<file path="src/shared/ao_diag_params.svh">
// Constants for the four-channel voltage output parameter and diagnostic record.
// Assumes byte-wide record accesses by record set or object index, one clock.
//
// What this block does
// - Short enable bits 0-3, one per channel
// - Function code FFh disables the channel
// - Code 10h: 27648 is 10 V, clamp 7EFFh
// - Code 20h: 16384 is 10 V, clamp 5000h
// - Negative codes drive 0 V
// - Channel errors light channel LED, record, no interrupt
// - Shorts reported only when enabled; parameter errors always
// - Summary bits 0,1,2,4 from module-level faults
// - Summary bit 3 channel error, bit 7 parameter
// - Module info: class 0101b, bit 4 channels present
// - Internal byte: bit 3 overflow, bit 4 comms
// - Channel kind reads 73h, analog output
// - Diagnostic bits per channel reads 08h
// - Channel count reads 04h
// - Group error byte bit n per channel
// - Detail bit 0 flags parameter error
// - Detail bit 3 flags short to ground
// - Timestamp captures microsecond counter on event
// - Microsecond counter starts at zero, ticks per us
// - Counter wraps to zero after maximum
// - Function codes reset to 10h
// - Short enable resets to 00h
`ifndef AO_DIAG_PARAMS_SVH
`define AO_DIAG_PARAMS_SVH

`define CLK_PERIOD_NS      8
`define MICROSECOND_NS     1000
`define US_CYCLES          (`MICROSECOND_NS / `CLK_PERIOD_NS)

`define RS_PARAM_BASE      8'h00
`define RS_DIAG            8'h01
`define RS_FUNC_CH0        8'h80
`define IX_DIAG_SHORT      16'h2F00
`define IX_DIAG            16'h2F01
`define IX_PARAM_RES       16'h3100
`define IX_SHORT_EN        16'h3101
`define IX_FUNC_CH0        16'h3102
`define PARAM_OFS_SHORT_EN 8'h01

`define DIAG_OFS_SUMMARY   8'h00
`define DIAG_OFS_MODINFO   8'h01
`define DIAG_OFS_INTERNAL  8'h03
`define DIAG_OFS_KIND      8'h04
`define DIAG_OFS_BITS      8'h05
`define DIAG_OFS_COUNT     8'h06
`define DIAG_OFS_GROUP     8'h07
`define DIAG_OFS_DETAIL0   8'h08
`define DIAG_OFS_STAMP     8'h10
`define DIAG_SHORT_LEN     8'h04
`define DIAG_LEN           8'h14

`define FN_NOM_RANGE       8'h10
`define FN_WIDE_RANGE      8'h20
`define FN_OFF             8'hFF
`define NOM_LIMIT          16'h7EFF
`define WIDE_LIMIT         16'h5000
`define WIDE_MULT          21'h00001B

`define RST_FUNC_CODE      8'h10
`define RST_SHORT_EN       8'h00
`define MODINFO_VALUE      8'h15
`define KIND_VALUE         8'h73
`define BITS_VALUE         8'h08
`define COUNT_VALUE        8'h04

`define SUM_FAIL_BIT       0
`define SUM_INT_BIT        1
`define SUM_EXT_BIT        2
`define SUM_CHAN_BIT       3
`define SUM_AUX_BIT        4
`define SUM_PARAM_BIT      7
`define INT_OVF_BIT        3
`define INT_COMM_BIT       4
`define DET_PARAM_BIT      0
`define DET_SHORT_BIT      3

`endif

</file>
<file path="src/shared/ao_diag_pkg.sv">
// Types shared by the record access port of the analog output diagnostic block.
// Assumes the params header supplies all numeric constants.
package ao_diag_pkg;

   typedef struct packed {
      logic        valid;
      logic        use_index;
      logic        write;
      logic [7:0]  record_set_selector;
      logic [15:0] object_index;
      logic [7:0]  byte_offset;
      logic [7:0]  wdata;
   } rec_req_t;

   typedef struct packed {
      logic       ack;
      logic       err;
      logic [7:0] rdata;
   } rec_rsp_t;

   typedef enum logic [1:0] {
      TARGET_NONE,
      TARGET_PARAM,
      TARGET_DIAG
   } target_t;

endpackage

</file>
<file path="src/hw/analog_out_param_diag_record.sv">
// Parameter and diagnostic record for a four-channel 0..10 V output module.
// Assumes the record requester runs on core_clk; fault inputs are asynchronous pins.
`timescale 1ns/10ps
`include "ao_diag_params.svh"

module analog_out_param_diag_record #(
   parameter int CHANNELS = 4
) (
   // Clock and reset
   input  wire logic                      core_clk,
   input  wire logic                      reset,
   // Record access from the bus coupler
   input  wire ao_diag_pkg::rec_req_t     rec_req,
   output      ao_diag_pkg::rec_rsp_t     rec_rsp,
   // Output process image, same clock domain
   input  wire logic [CHANNELS-1:0][15:0] analog_value,
   // Fault pins, asynchronous
   input  wire logic                      module_failure,
   input  wire logic                      internal_error,
   input  wire logic                      external_error,
   input  wire logic                      aux_supply_missing,
   input  wire logic                      diag_buffer_overflow,
   input  wire logic                      internal_comm_error,
   input  wire logic [CHANNELS-1:0]       short_to_ground,
   // Converter side and indicators
   output      logic [CHANNELS-1:0][15:0] dac_level,
   output      logic [CHANNELS-1:0]       channel_active,
   output      logic [CHANNELS-1:0]       channel_error_led,
   output      logic                      group_error_led
);

   localparam int SYNC_W = 6 + CHANNELS;

   // Synchronised fault pins
   logic [SYNC_W-1:0]         sync_stage1;
   logic [SYNC_W-1:0]         sync_stage2;
   // Parameters
   logic [7:0]                short_detect_enable;
   logic [CHANNELS-1:0][7:0]  channel_function_code;
   // Diagnostic state
   logic [7:0]                diag_summary;
   logic [7:0]                diag_internal;
   logic [7:0]                channel_group_errors;
   logic [CHANNELS-1:0][7:0]  chan_error_detail;
   logic [31:0]               diag_timestamp_us;
   logic [31:0]               microsecond_count;
   logic [7:0]                us_prescale;
   // Next values
   logic [CHANNELS-1:0][7:0]  next_detail;
   logic [7:0]                next_summary;
   logic [7:0]                next_internal;
   logic [7:0]                next_group;
   logic [CHANNELS-1:0]       param_error;
   logic [CHANNELS-1:0]       short_error;
   logic [CHANNELS-1:0][15:0] next_dac;
   logic                      new_event;
   // Access decode
   ao_diag_pkg::target_t      req_target;
   logic [7:0]                param_slot;
   logic                      slot_ok;
   logic [7:0]                read_byte;

   logic sync_module_failure;
   logic sync_internal_error;
   logic sync_external_error;
   logic sync_aux_missing;
   logic sync_buffer_overflow;
   logic sync_comm_error;
   logic [CHANNELS-1:0] sync_short;

   // Two flops per pin; only sync_stage2 feeds logic
   always_ff @(posedge core_clk or posedge reset) begin
      if (reset) begin
         sync_stage1 <= '0;
         sync_stage2 <= '0;
      end else begin
         sync_stage1 <= {short_to_ground, internal_comm_error, diag_buffer_overflow,
                         aux_supply_missing, external_error, internal_error, module_failure};
         sync_stage2 <= sync_stage1;
      end
   end

   assign sync_module_failure  = sync_stage2[0];
   assign sync_internal_error  = sync_stage2[1];
   assign sync_external_error  = sync_stage2[2];
   assign sync_aux_missing     = sync_stage2[3];
   assign sync_buffer_overflow = sync_stage2[4];
   assign sync_comm_error      = sync_stage2[5];
   assign sync_short           = sync_stage2[SYNC_W-1:6];

   // A code that is neither one of the supported ranges nor FFh is a parameter error
   function automatic logic code_supported(input logic [7:0] code);
      code_supported = (code == `FN_NOM_RANGE) || (code == `FN_WIDE_RANGE) || (code == `FN_OFF);
   endfunction

   // Map a record or index access onto the parameter or diagnostic record
   function automatic ao_diag_pkg::target_t decode_target(input ao_diag_pkg::rec_req_t r);
      logic [7:0] limit;
      limit = 8'h00;
      decode_target = ao_diag_pkg::TARGET_NONE;
      if (r.use_index) begin
         if (r.object_index == `IX_DIAG)
            limit = `DIAG_LEN;
         else if (r.object_index == `IX_DIAG_SHORT && !r.write)
            limit = `DIAG_SHORT_LEN;
         if (limit != 8'h00)
            decode_target = (r.byte_offset < limit) ? ao_diag_pkg::TARGET_DIAG : ao_diag_pkg::TARGET_NONE;
         else if (r.object_index >= `IX_PARAM_RES && r.object_index < `IX_FUNC_CH0 + 16'(CHANNELS)
                  && r.byte_offset == 8'h00)
            decode_target = ao_diag_pkg::TARGET_PARAM;
      end else begin
         if (r.record_set_selector == `RS_DIAG)
            limit = `DIAG_LEN;
         else if (r.record_set_selector == `RS_PARAM_BASE && !r.write)
            limit = `DIAG_SHORT_LEN;
         if (limit != 8'h00)
            decode_target = (r.byte_offset < limit) ? ao_diag_pkg::TARGET_DIAG : ao_diag_pkg::TARGET_NONE;
         else if (r.record_set_selector == `RS_PARAM_BASE && r.byte_offset <= `PARAM_OFS_SHORT_EN)
            decode_target = ao_diag_pkg::TARGET_PARAM;
         else if (r.record_set_selector >= `RS_FUNC_CH0
                  && r.record_set_selector < `RS_FUNC_CH0 + 8'(CHANNELS) && r.byte_offset == 8'h00)
            decode_target = ao_diag_pkg::TARGET_PARAM;
      end
   endfunction

   // Parameter slot: 0 reserved, 1 short enable, 2.. function codes
   function automatic logic [7:0] decode_slot(input ao_diag_pkg::rec_req_t r);
      if (r.use_index)
         decode_slot = 8'(r.object_index - `IX_PARAM_RES);
      else if (r.record_set_selector == `RS_PARAM_BASE)
         decode_slot = r.byte_offset;
      else
         decode_slot = 8'(r.record_set_selector - `RS_FUNC_CH0) + 8'h02;
   endfunction

   assign req_target = decode_target(rec_req);
   assign param_slot = decode_slot(rec_req);
   assign slot_ok    = req_target != ao_diag_pkg::TARGET_NONE;

   // Parameter writes
   always_ff @(posedge core_clk or posedge reset) begin
      if (reset) begin
         short_detect_enable <= `RST_SHORT_EN;
      end else if (rec_req.valid && rec_req.write && req_target == ao_diag_pkg::TARGET_PARAM
                   && param_slot == `PARAM_OFS_SHORT_EN) begin
         short_detect_enable <= {4'h0, rec_req.wdata[3:0]};
      end
   end

   genvar ch;
   generate
      for (ch = 0; ch < CHANNELS; ch++) begin : g_chan
         logic [15:0] limited;
         logic [20:0] wide_product;

         always_ff @(posedge core_clk or posedge reset) begin
            if (reset) begin
               channel_function_code[ch] <= `RST_FUNC_CODE;
            end else if (rec_req.valid && rec_req.write && req_target == ao_diag_pkg::TARGET_PARAM
                         && param_slot == 8'(ch + 2)) begin
               channel_function_code[ch] <= rec_req.wdata;
            end
         end

         // Error sources per channel
         assign param_error[ch] = !code_supported(channel_function_code[ch]);
         assign short_error[ch] = short_detect_enable[ch] && sync_short[ch]
                                  && channel_function_code[ch] != `FN_OFF;
         always_comb begin
            next_detail[ch]                 = 8'h00;
            next_detail[ch][`DET_PARAM_BIT] = param_error[ch];
            next_detail[ch][`DET_SHORT_BIT] = short_error[ch];
         end

         // Scaling into the 10h range so one converter scale serves both formats
         always_comb begin
            limited    = 16'h0000;
            wide_product = 21'h000000;
            next_dac[ch] = 16'h0000;
            if (analog_value[ch][15]) begin
               next_dac[ch] = 16'h0000;
            end else if (channel_function_code[ch] == `FN_NOM_RANGE) begin
               limited = (analog_value[ch] > `NOM_LIMIT) ? `NOM_LIMIT : analog_value[ch];
               next_dac[ch] = limited;
            end else if (channel_function_code[ch] == `FN_WIDE_RANGE) begin
               limited = (analog_value[ch] > `WIDE_LIMIT) ? `WIDE_LIMIT : analog_value[ch];
               wide_product = 21'(limited) * `WIDE_MULT;
               next_dac[ch] = wide_product[19:4];
            end
         end

         always_ff @(posedge core_clk or posedge reset) begin
            if (reset) begin
               dac_level[ch]      <= 16'h0000;
               channel_active[ch] <= 1'b0;
            end else begin
               dac_level[ch]      <= next_dac[ch];
               channel_active[ch] <= code_supported(channel_function_code[ch])
                                     && channel_function_code[ch] != `FN_OFF;
            end
         end
      end
   endgenerate

   // Group bits and summary bits 3 and 7 are ORs of the detail bits computed in the same cycle
   always_comb begin
      next_group = 8'h00;
      for (int i = 0; i < CHANNELS; i++)
         next_group[i] = |next_detail[i];
      next_summary                 = 8'h00;
      next_summary[`SUM_FAIL_BIT]  = sync_module_failure;
      next_summary[`SUM_INT_BIT]   = sync_internal_error;
      next_summary[`SUM_EXT_BIT]   = sync_external_error;
      next_summary[`SUM_AUX_BIT]   = sync_aux_missing;
      next_summary[`SUM_CHAN_BIT]  = |next_group;
      next_summary[`SUM_PARAM_BIT] = |param_error;
      next_internal                = 8'h00;
      next_internal[`INT_OVF_BIT]  = sync_buffer_overflow;
      next_internal[`INT_COMM_BIT] = sync_comm_error;
   end

   // A newly raised bit anywhere in the record is an event worth stamping
   assign new_event = |(next_summary & ~diag_summary) || |(next_internal & ~diag_internal)
                      || |(next_detail & ~chan_error_detail);

   always_ff @(posedge core_clk or posedge reset) begin
      if (reset) begin
         diag_summary         <= 8'h00;
         diag_internal        <= 8'h00;
         channel_group_errors <= 8'h00;
         chan_error_detail    <= '0;
      end else begin
         diag_summary         <= next_summary;
         diag_internal        <= next_internal;
         channel_group_errors <= next_group;
         chan_error_detail    <= next_detail;
      end
   end

   // Error indication goes to LEDs only; the block has no interrupt output
   always_ff @(posedge core_clk or posedge reset) begin
      if (reset) begin
         channel_error_led <= '0;
         group_error_led   <= 1'b0;
      end else begin
         channel_error_led <= next_group[CHANNELS-1:0];
         group_error_led   <= |next_summary;
      end
   end

   // Microsecond ticker
   always_ff @(posedge core_clk or posedge reset) begin
      if (reset) begin
         us_prescale       <= 8'h00;
         microsecond_count <= 32'h00000000;
      end else if (us_prescale == 8'(`US_CYCLES - 1)) begin
         us_prescale       <= 8'h00;
         microsecond_count <= microsecond_count + 32'h00000001;
      end else begin
         us_prescale <= us_prescale + 8'h01;
      end
   end

   always_ff @(posedge core_clk or posedge reset) begin
      if (reset)
         diag_timestamp_us <= 32'h00000000;
      else if (new_event)
         diag_timestamp_us <= microsecond_count;
   end

   // Read mux over the record bytes
   always_comb begin
      read_byte = 8'h00;
      if (req_target == ao_diag_pkg::TARGET_PARAM) begin
         if (param_slot == `PARAM_OFS_SHORT_EN)
            read_byte = short_detect_enable;
         else if (param_slot >= 8'h02)
            read_byte = channel_function_code[2'(param_slot - 8'h02)];
      end else if (req_target == ao_diag_pkg::TARGET_DIAG) begin
         case (rec_req.byte_offset)
            `DIAG_OFS_SUMMARY:  read_byte = diag_summary;
            `DIAG_OFS_MODINFO:  read_byte = `MODINFO_VALUE;
            `DIAG_OFS_INTERNAL: read_byte = diag_internal;
            `DIAG_OFS_KIND:     read_byte = `KIND_VALUE;
            `DIAG_OFS_BITS:     read_byte = `BITS_VALUE;
            `DIAG_OFS_COUNT:    read_byte = `COUNT_VALUE;
            `DIAG_OFS_GROUP:    read_byte = channel_group_errors;
            default: begin
               if (rec_req.byte_offset >= `DIAG_OFS_STAMP)
                  read_byte = diag_timestamp_us[8*rec_req.byte_offset[1:0] +: 8];
               else if (rec_req.byte_offset >= `DIAG_OFS_DETAIL0
                        && rec_req.byte_offset < `DIAG_OFS_DETAIL0 + 8'(CHANNELS))
                  read_byte = chan_error_detail[rec_req.byte_offset[1:0]];
               else
                  read_byte = 8'h00;
            end
         endcase
      end
   end

   // Answer one cycle after the request; diagnostic writes are refused
   always_ff @(posedge core_clk or posedge reset) begin
      if (reset) begin
         rec_rsp <= '0;
      end else begin
         rec_rsp.ack   <= rec_req.valid;
         rec_rsp.err   <= rec_req.valid && (!slot_ok
                          || (rec_req.write && req_target == ao_diag_pkg::TARGET_DIAG));
         rec_rsp.rdata <= (rec_req.valid && !rec_req.write) ? read_byte : 8'h00;
      end
   end
endmodule

</file>
<file path="config.mk">
export PLATFORM = sky130hd
export DESIGN_NAME = analog_out_param_diag_record
export DESIGN_NICKNAME = d
export VERILOG_FILES = /design/src/shared/ao_diag_pkg.sv /design/src/hw/analog_out_param_diag_record.sv
export VERILOG_INCLUDE_DIRS = /design/src /design/src/shared
export SDC_FILE = /design/constraint.sdc
export NUM_CORES = 1
export LEC_CHECK = 0
export BUFFER_PORTS_ARGS = -buffer_cell sky130_fd_sc_hd__buf_2
export CAP_MARGIN = 25
export CELL_PAD_IN_SITES_DETAIL_PLACEMENT = 0
export CELL_PAD_IN_SITES_GLOBAL_PLACEMENT = 1
export CORE_ASPECT_RATIO = 0.5
export CORE_MARGIN = 3
export CORE_UTILIZATION = 42
export CTS_CLUSTER_DIAMETER = 120
export DETAILED_ROUTE_END_ITERATION = 16
export PLACE_DENSITY_LB_ADDON = 0.1
export SYNTH_ARGS = -nofsm -noshare
export SYNTH_HDL_FRONTEND = slang
export SYNTH_SLANG_ARGS = --single-unit
</file>
<file path="constraint.sdc">
create_clock -name core_clk -period 6.8 [get_ports core_clk]
set_input_delay 1.02 -clock core_clk [delete_from_list [all_inputs] [get_ports core_clk]]
set_output_delay 1.02 -clock core_clk [all_outputs]
set_load 0.02 [all_outputs]
</file>
==> impl_metrics.ini, run 1 <==
[min_path]
hp-class = reg2reg

[detailed_routing]
routed_via_density = 5.225
ant_nets = 0
routedWlPerCell_um = 17.07
vias = 13077
drt-initial-drc-count = 584
drc = 0
wl_um = 42730
detail_route.first_pass.iterations = 5

[timing]
rsz0062_at_grt = no
maxSlewViolCount = 0
tns_ns = 0
hold_violations = 0
setup_violations = 0
min_period_over_period_pct = 80.28
max_freq_mhz = 183.2
worstMarginPinSlew_ns = 1.024
final.min_clock_period_ns = 5.459
slew_headroom_pct = 31.00
clock_skew_ns = 0.02161

[place]
place_inst = 2458
hpwlAfterDp_um = 33920
placed_area_um2 = 18730
place.gp.congestion = 0.8339
numPortBuffers = 201

[synth]
yosysSeqAreaShare_pct = 33.06
yosys_warnings = 0
synth_edf_count = 0
syn_area_um2 = 17200
synth_ff_type = dfrtp_1
synth_seq_cells = 227
synthDistinctLibCells = 86
netlist_instances = 1770
synth.avg_cell_area_um2 = 9.716
synth-async-reset-ratio_pct = 100.0

[setup_path]
critPathKind = in2reg
cp_data_arrival_time_ns = 5.89
worstPathRequired_ns = 7.23
end_kind = register
worst_setup_path_start_kind = input pin
crit_fanout = 22

[final_layout]
area_delta_synth_final_pct = 13.98
fillers = 3783
final_nets = 2296
final_design_area_no_fill_um2 = 19600
layout_common_cells = dfrtp_1 (223), buf_2 (201), inv_1 (187)
diodes = 0
multi_input_area_um2 = 10570
utilization_pct = 49.46
fin_cells = 2503
drive_gt1_share_pct = 19.72
layout_commonest_cell = dfrtp_1
seqCellArea_um2 = 5685

[clock_tree]
clk_pin_slew_worst_paths_ns = 0.06
hold_buffers = 0
clkSinkCount = 227
clock_latency_ns = 0.56
root_buffer = clkbuf_16
cts_tree = built
cts_resized = 0
numCtsBuffers = 25
clockBufferDepth = 3
postCtsSetupRepairBufs = 0
cts_htree_levels = 1

[global_route]
grt_pass1_vias = 13278
grt_pass1_wl_um = 70080
grtUsageTotal_pct = 19.81
grt_max_degree = 140
grt.overflow.total = 0
antenna_found_initial = 0

[pwr]
power_density_nw_per_um2 = 191.2
ir_worst_vdd_uv = 148.8
fin_total_pwr_mw = 3.748
cellLeakagePower_nw = 10.19

[die]
initial_core_util_pct = 43.40
core_area_um2 = 39630
die_h_um = 149.1
die-area_um2 = 43560
die_x_um = 292.2
io_pins = 202
rows = 51

[flow_run]
maxCapViolCount = 0

[status]
status = finished clean
[synthesized netlist by cell type, types with 8 or more instances]
cell      instances  share of area [%]
dfrtp_1         223                 32
inv_1           188                4.1
ha_1            154                 11
nand2_1         141                3.1
xor2_1          104                5.3
nor2_1          101                2.2
o21ai_0          74                2.2
a21oi_1          68                2.0
fa_1             68                7.9
mux2_2           62                4.1
xnor2_1          58                3.0
nand3_1          45                1.3
and2_1           41                1.5
clkbuf_1         41               0.89
nor3_1           40                1.2
and3_1           33                1.2
nand4_1          28                1.0
a31oi_1          24               0.87
a21o_1           22               0.96
mux4_2           18                2.4
nor4_1           18               0.65
or2_2            15               0.55
buf_2            14               0.41
nand2b_1         13               0.47
o21a_1           11               0.48
a211oi_1         10               0.44
nor2b_1           9               0.33
or3_1             9               0.33
mux2_4            8               0.70
[metrics by stage]
| stage | hold slack (ns) | worst slack [ns] |
|---|---|---|
| floorplan | 0.3312 | 1.358 |
| global route | 0.3405 | 0.9245 |
| detailed placement | 0.3358 | 0.8482 |
| global placement | 0.3336 | 0.9484 |
| finish | 0.3452 | 1.341 |
| CTS | 0.3444 | 1.427 |
[flip-flops by register name, summed over array words and instances (netlist names)]
register,count
dac_level,64
channel_function_code,32
diag_timestamp_us,32
microsecond_count,32
rec_rsp,10
sync_stage1,10
sync_stage2,10
chan_error_detail,8
us_prescale,8
diag_summary,6
channel_active,4
channel_error_led,4
short_detect_enable,4
diag_internal,2
group_error_led,1
[logic make-up after synthesis]
group,count (synthesis),share of synthesized area [%]
DFF,227,33.06
xor gates and xnor gates,162,8.251
other,2,0.04367
and+or+nand+nor,529,15.84
AOI/OAI and AO/OA,286,10.75
buffers and inverters,252,5.697
adders and majority gates,222,19.12
muxes,90,7.232
[worst max-delay path, stage by stage]
cell	delay, ns
buf_2	0.13
nor4_1	0.43
nand4_1	0.32
nand2_1	0.18
buf_4	0.25
nand2_1	0.15
nor2_1	0.14
ha_1	0.27
xor2_1	0.19
fa_1	0.50
inv_1	0.04
ha_1	0.34
a21o_1	0.23
a21oi_1	0.17
o22ai_1	0.12
a21oi_1	0.15
nand3b_1	0.17
o21ai_1	0.31
a21boi_0	0.21
o41ai_1	0.35
xnor2_1	0.16
nor2_1	0.05
[path summary, 6_finish.rpt]
| check | startpoint | end | slack (ns) | depth (start not counted) |
|---|---|---|---|---|
| worst max-delay path | analog_value[26] | dac_level[31]$_DFF_PP0_ | 1.34 | 22 |
| worst min-delay path | sync_stage1[6]$_DFF_PP0_ | sync_stage2[6]$_DFF_PP0_ | 0.35 | 0 |
| worst max register to register | channel_function_code[28]$_DFFE_PP1P_ | diag_timestamp_us[4]$_DFFE_PP0P_ | 3.42 | 8 |
| worst min register to register | sync_stage1[6]$_DFF_PP0_ | sync_stage2[6]$_DFF_PP0_ | 0.35 | 0 |
| max in group asynchronous | reset | microsecond_count[2]$_DFFE_PP0N_ | 5.02 | 3 |
| min in group asynchronous | reset | dac_level[18]$_DFF_PP0_ | 0.58 | 2 |
[per-layer routing]
metal  track usage (%)  part of all wire (%)
met3             2.693                   3.3
met4             4.074                   1.6
met5                 0                     0
met2             34.28                    49
met1             26.79                    46
[power breakdown]
part / leakage, nW / switching (mW) / internal, mW / total [mW]
sequential: 3.02 / 0.00382 / 1.36 / 1.36
clock: 0.422 / 0.591 / 0.833 / 1.42
combinational: 6.75 / 0.554 / 0.406 / 0.960
[cell type report]
class / count / area share [%]
Clock buffer: 29 / 3.421
Clock inverter: 16 / 1.015
Inverter: 188 / 3.619
Sequential cell: 227 / 29.01
Tap cell: 530 / 3.383
Multi-Input combinational cell: 1301 / 53.94
Timing Repair Buffer: 212 / 5.617
Note: power is estimated with default switching activity, not from simulation.
==> run 2: changes to the inputs <==
- clock period: 6.8 -> 4.73 ns (I/O delays scaled with it)
==> impl_metrics.ini, run 2 (synthesis gave the netlist of run 1 again) <==
[status]
status = finished clean

[place]
placed_area_um2 = 20660
numPortBuffers = 201
hpwlAfterDp_um = 36640
place.gp.congestion = 0.8611
place_ws_ns = -0.3083

[detailed_routing]
routed_via_density = 5.071
detail_route.first_pass.iterations = 4
drt-initial-drc-count = 747
ant_nets = 0
drc = 0
vias = 13879
wl_um = 45020
routedWlPerCell_um = 16.45

[timing]
setup_violations = 0
final.min_clock_period_ns = 4.423
clock_skew_ns = 0.01296
max_freq_mhz = 226.1
slew_headroom_pct = 27.62
min_period_over_period_pct = 93.52
maxSlewViolCount = 0
fin_ws_ns = 0.3067
hold_violations = 0
rsz0062_at_grt = no
worstMarginPinSlew_ns = 1.074
fin_hold_ws_ns = 0.2174

[clock_tree]
hold_buffers = 0
clkSinkCount = 227
clk_pin_slew_worst_paths_ns = 0.07
root_buffer = clkbuf_16
numCtsBuffers = 24
cts_resized = 0
cts_tree = built
cts_htree_levels = 1
clock_latency_ns = 0.54
clockBufferDepth = 3
postCtsSetupRepairBufs = 0

[final_layout]
fillers = 3752
final_design_area_no_fill_um2 = 21570
largest_reg_flops = 64
layout_common_cells = buf_4 (245), dfrtp_1 (223), buf_2 (201)
area_delta_synth_final_pct = 25.42
final_nets = 2532
largest-register = dac_level
layout_commonest_cell = buf_4
diodes = 0
drive_gt1_share_pct = 29.36

[global_route]
grt_pass1_vias = 14113
grt_pass1_wl_um = 74010
antenna_found_initial = 1
grtUsageTotal_pct = 21.07
grt.overflow.total = 0
grt_max_degree = 120

[pwr]
pwr-share-comb_pct = 29.7
clkPwrFrac_pct = 36.4
power.switching_mw = 1.709
seq_power_share_pct = 33.9
ir_worst_vdd_uv = 254.4
power_density_nw_per_um2 = 268.0
p_sw_share_pct = 29.57
intPower_mw = 4.071
cellLeakagePower_nw = 11.40

[min_path]
hp-class = in2async

[die]
io_pins = 202
initial_core_util_pct = 43.40
core_area_um2 = 39630
rows = 51
die_x_um = 292.2
die_h_um = 149.1
die-area_um2 = 43560

[setup_path]
reg2reg_depth = 9
worst_setup_path_start_kind = input pin
crit_fanout = 8
critPathKind = in2reg
cp_data_arrival_time_ns = 4.90
end_kind = register
worstPathRequired_ns = 5.21

[flow_run]
maxCapViolCount = 0
-- run 2: cell types whose count changed in the layout (fill, tap and decap cells not counted), moves of 4 or more --
cell | before | now
nor4_2 | 0 | 5
ha_4 | 0 | 5
ha_1 | 154 | 149
nor4_1 | 18 | 13
o21ai_0 | 73 | 69
buf_4 | 10 | 245
-- run 2: per-stage QoR --
step                power, mW  instances  utilization, %  setup TNS [ns]
finish                  5.780       2737           54.43               0
global route            6.156       2737           54.43               0
CTS                     5.868       2737           54.36               0
detailed placement      3.721       2695           52.14          -5.036
global placement        3.704       2695           52.14          -3.674
floorplan               3.098       1780               -               0
-- run 2: path summary, 6_finish.rpt --
kind / from / slack [ns] / end
max: analog_value[23] / 0.31 / dac_level[25]$_DFF_PP0_
min: reset / 0.22 / rec_rsp[9]$_DFF_PP0_
max reg2reg: channel_function_code[19]$_DFFE_PP0P_ / 1.85 / diag_timestamp_us[14]$_DFFE_PP0P_
min reg2reg: sync_stage1[0]$_DFF_PP0_ / 0.34 / sync_stage2[0]$_DFF_PP0_
max in group asynchronous: reset / 3.53 / dac_level[0]$_DFF_PP0_
min in group core_clk: diag_buffer_overflow / 0.28 / sync_stage1[4]$_DFF_PP0_
-- run 2: final cells by class --
cell class	count	area (um2)	area share, %
well taps	530	663.1	3.075
inverters	188	709.4	3.289
repair buffers	449	2905	13.47
flip-flops and latches	227	5685	26.36
multi-input cells	1301	10730	49.73
clock inverters	12	216.5	1.004
clock buffers	30	663.1	3.075
-- run 2: critical path, cell delays in order --
cell	delay, ns
buf_2	0.11
nor4bb_2	0.39
nand4_1	0.19
nand2_2	0.11
buf_4	0.16
buf_4	0.12
buf_4	0.11
and2_1	0.17
ha_1	0.26
ha_1	0.33
xor2_1	0.17
ha_1	0.33
and3_1	0.23
nor3_2	0.23
o22ai_1	0.13
o21a_1	0.23
buf_4	0.15
nor2_1	0.16
nor3_1	0.07
o41ai_1	0.37
buf_4	0.17
-- run 2: power groups by stage --
stage	logic, mW	clock network, mW	registers, mW
final	1.72	2.10	1.96
after global routing	1.94	2.25	1.96
after CTS	1.74	2.17	1.96
after detailed placement	1.73	0	2.00
after global placement	1.71	0	1.99
after floorplan	1.10	0	2.00
-- run 2: layer usage --
layer	track usage [%]	vias up	routed length (um)
met2	37.27	157	22250
met3	2.395	50	1309
met5	0	-	12
met1	28.33	6737	20680
met4	3.873	2	772
li1	-	6933	-
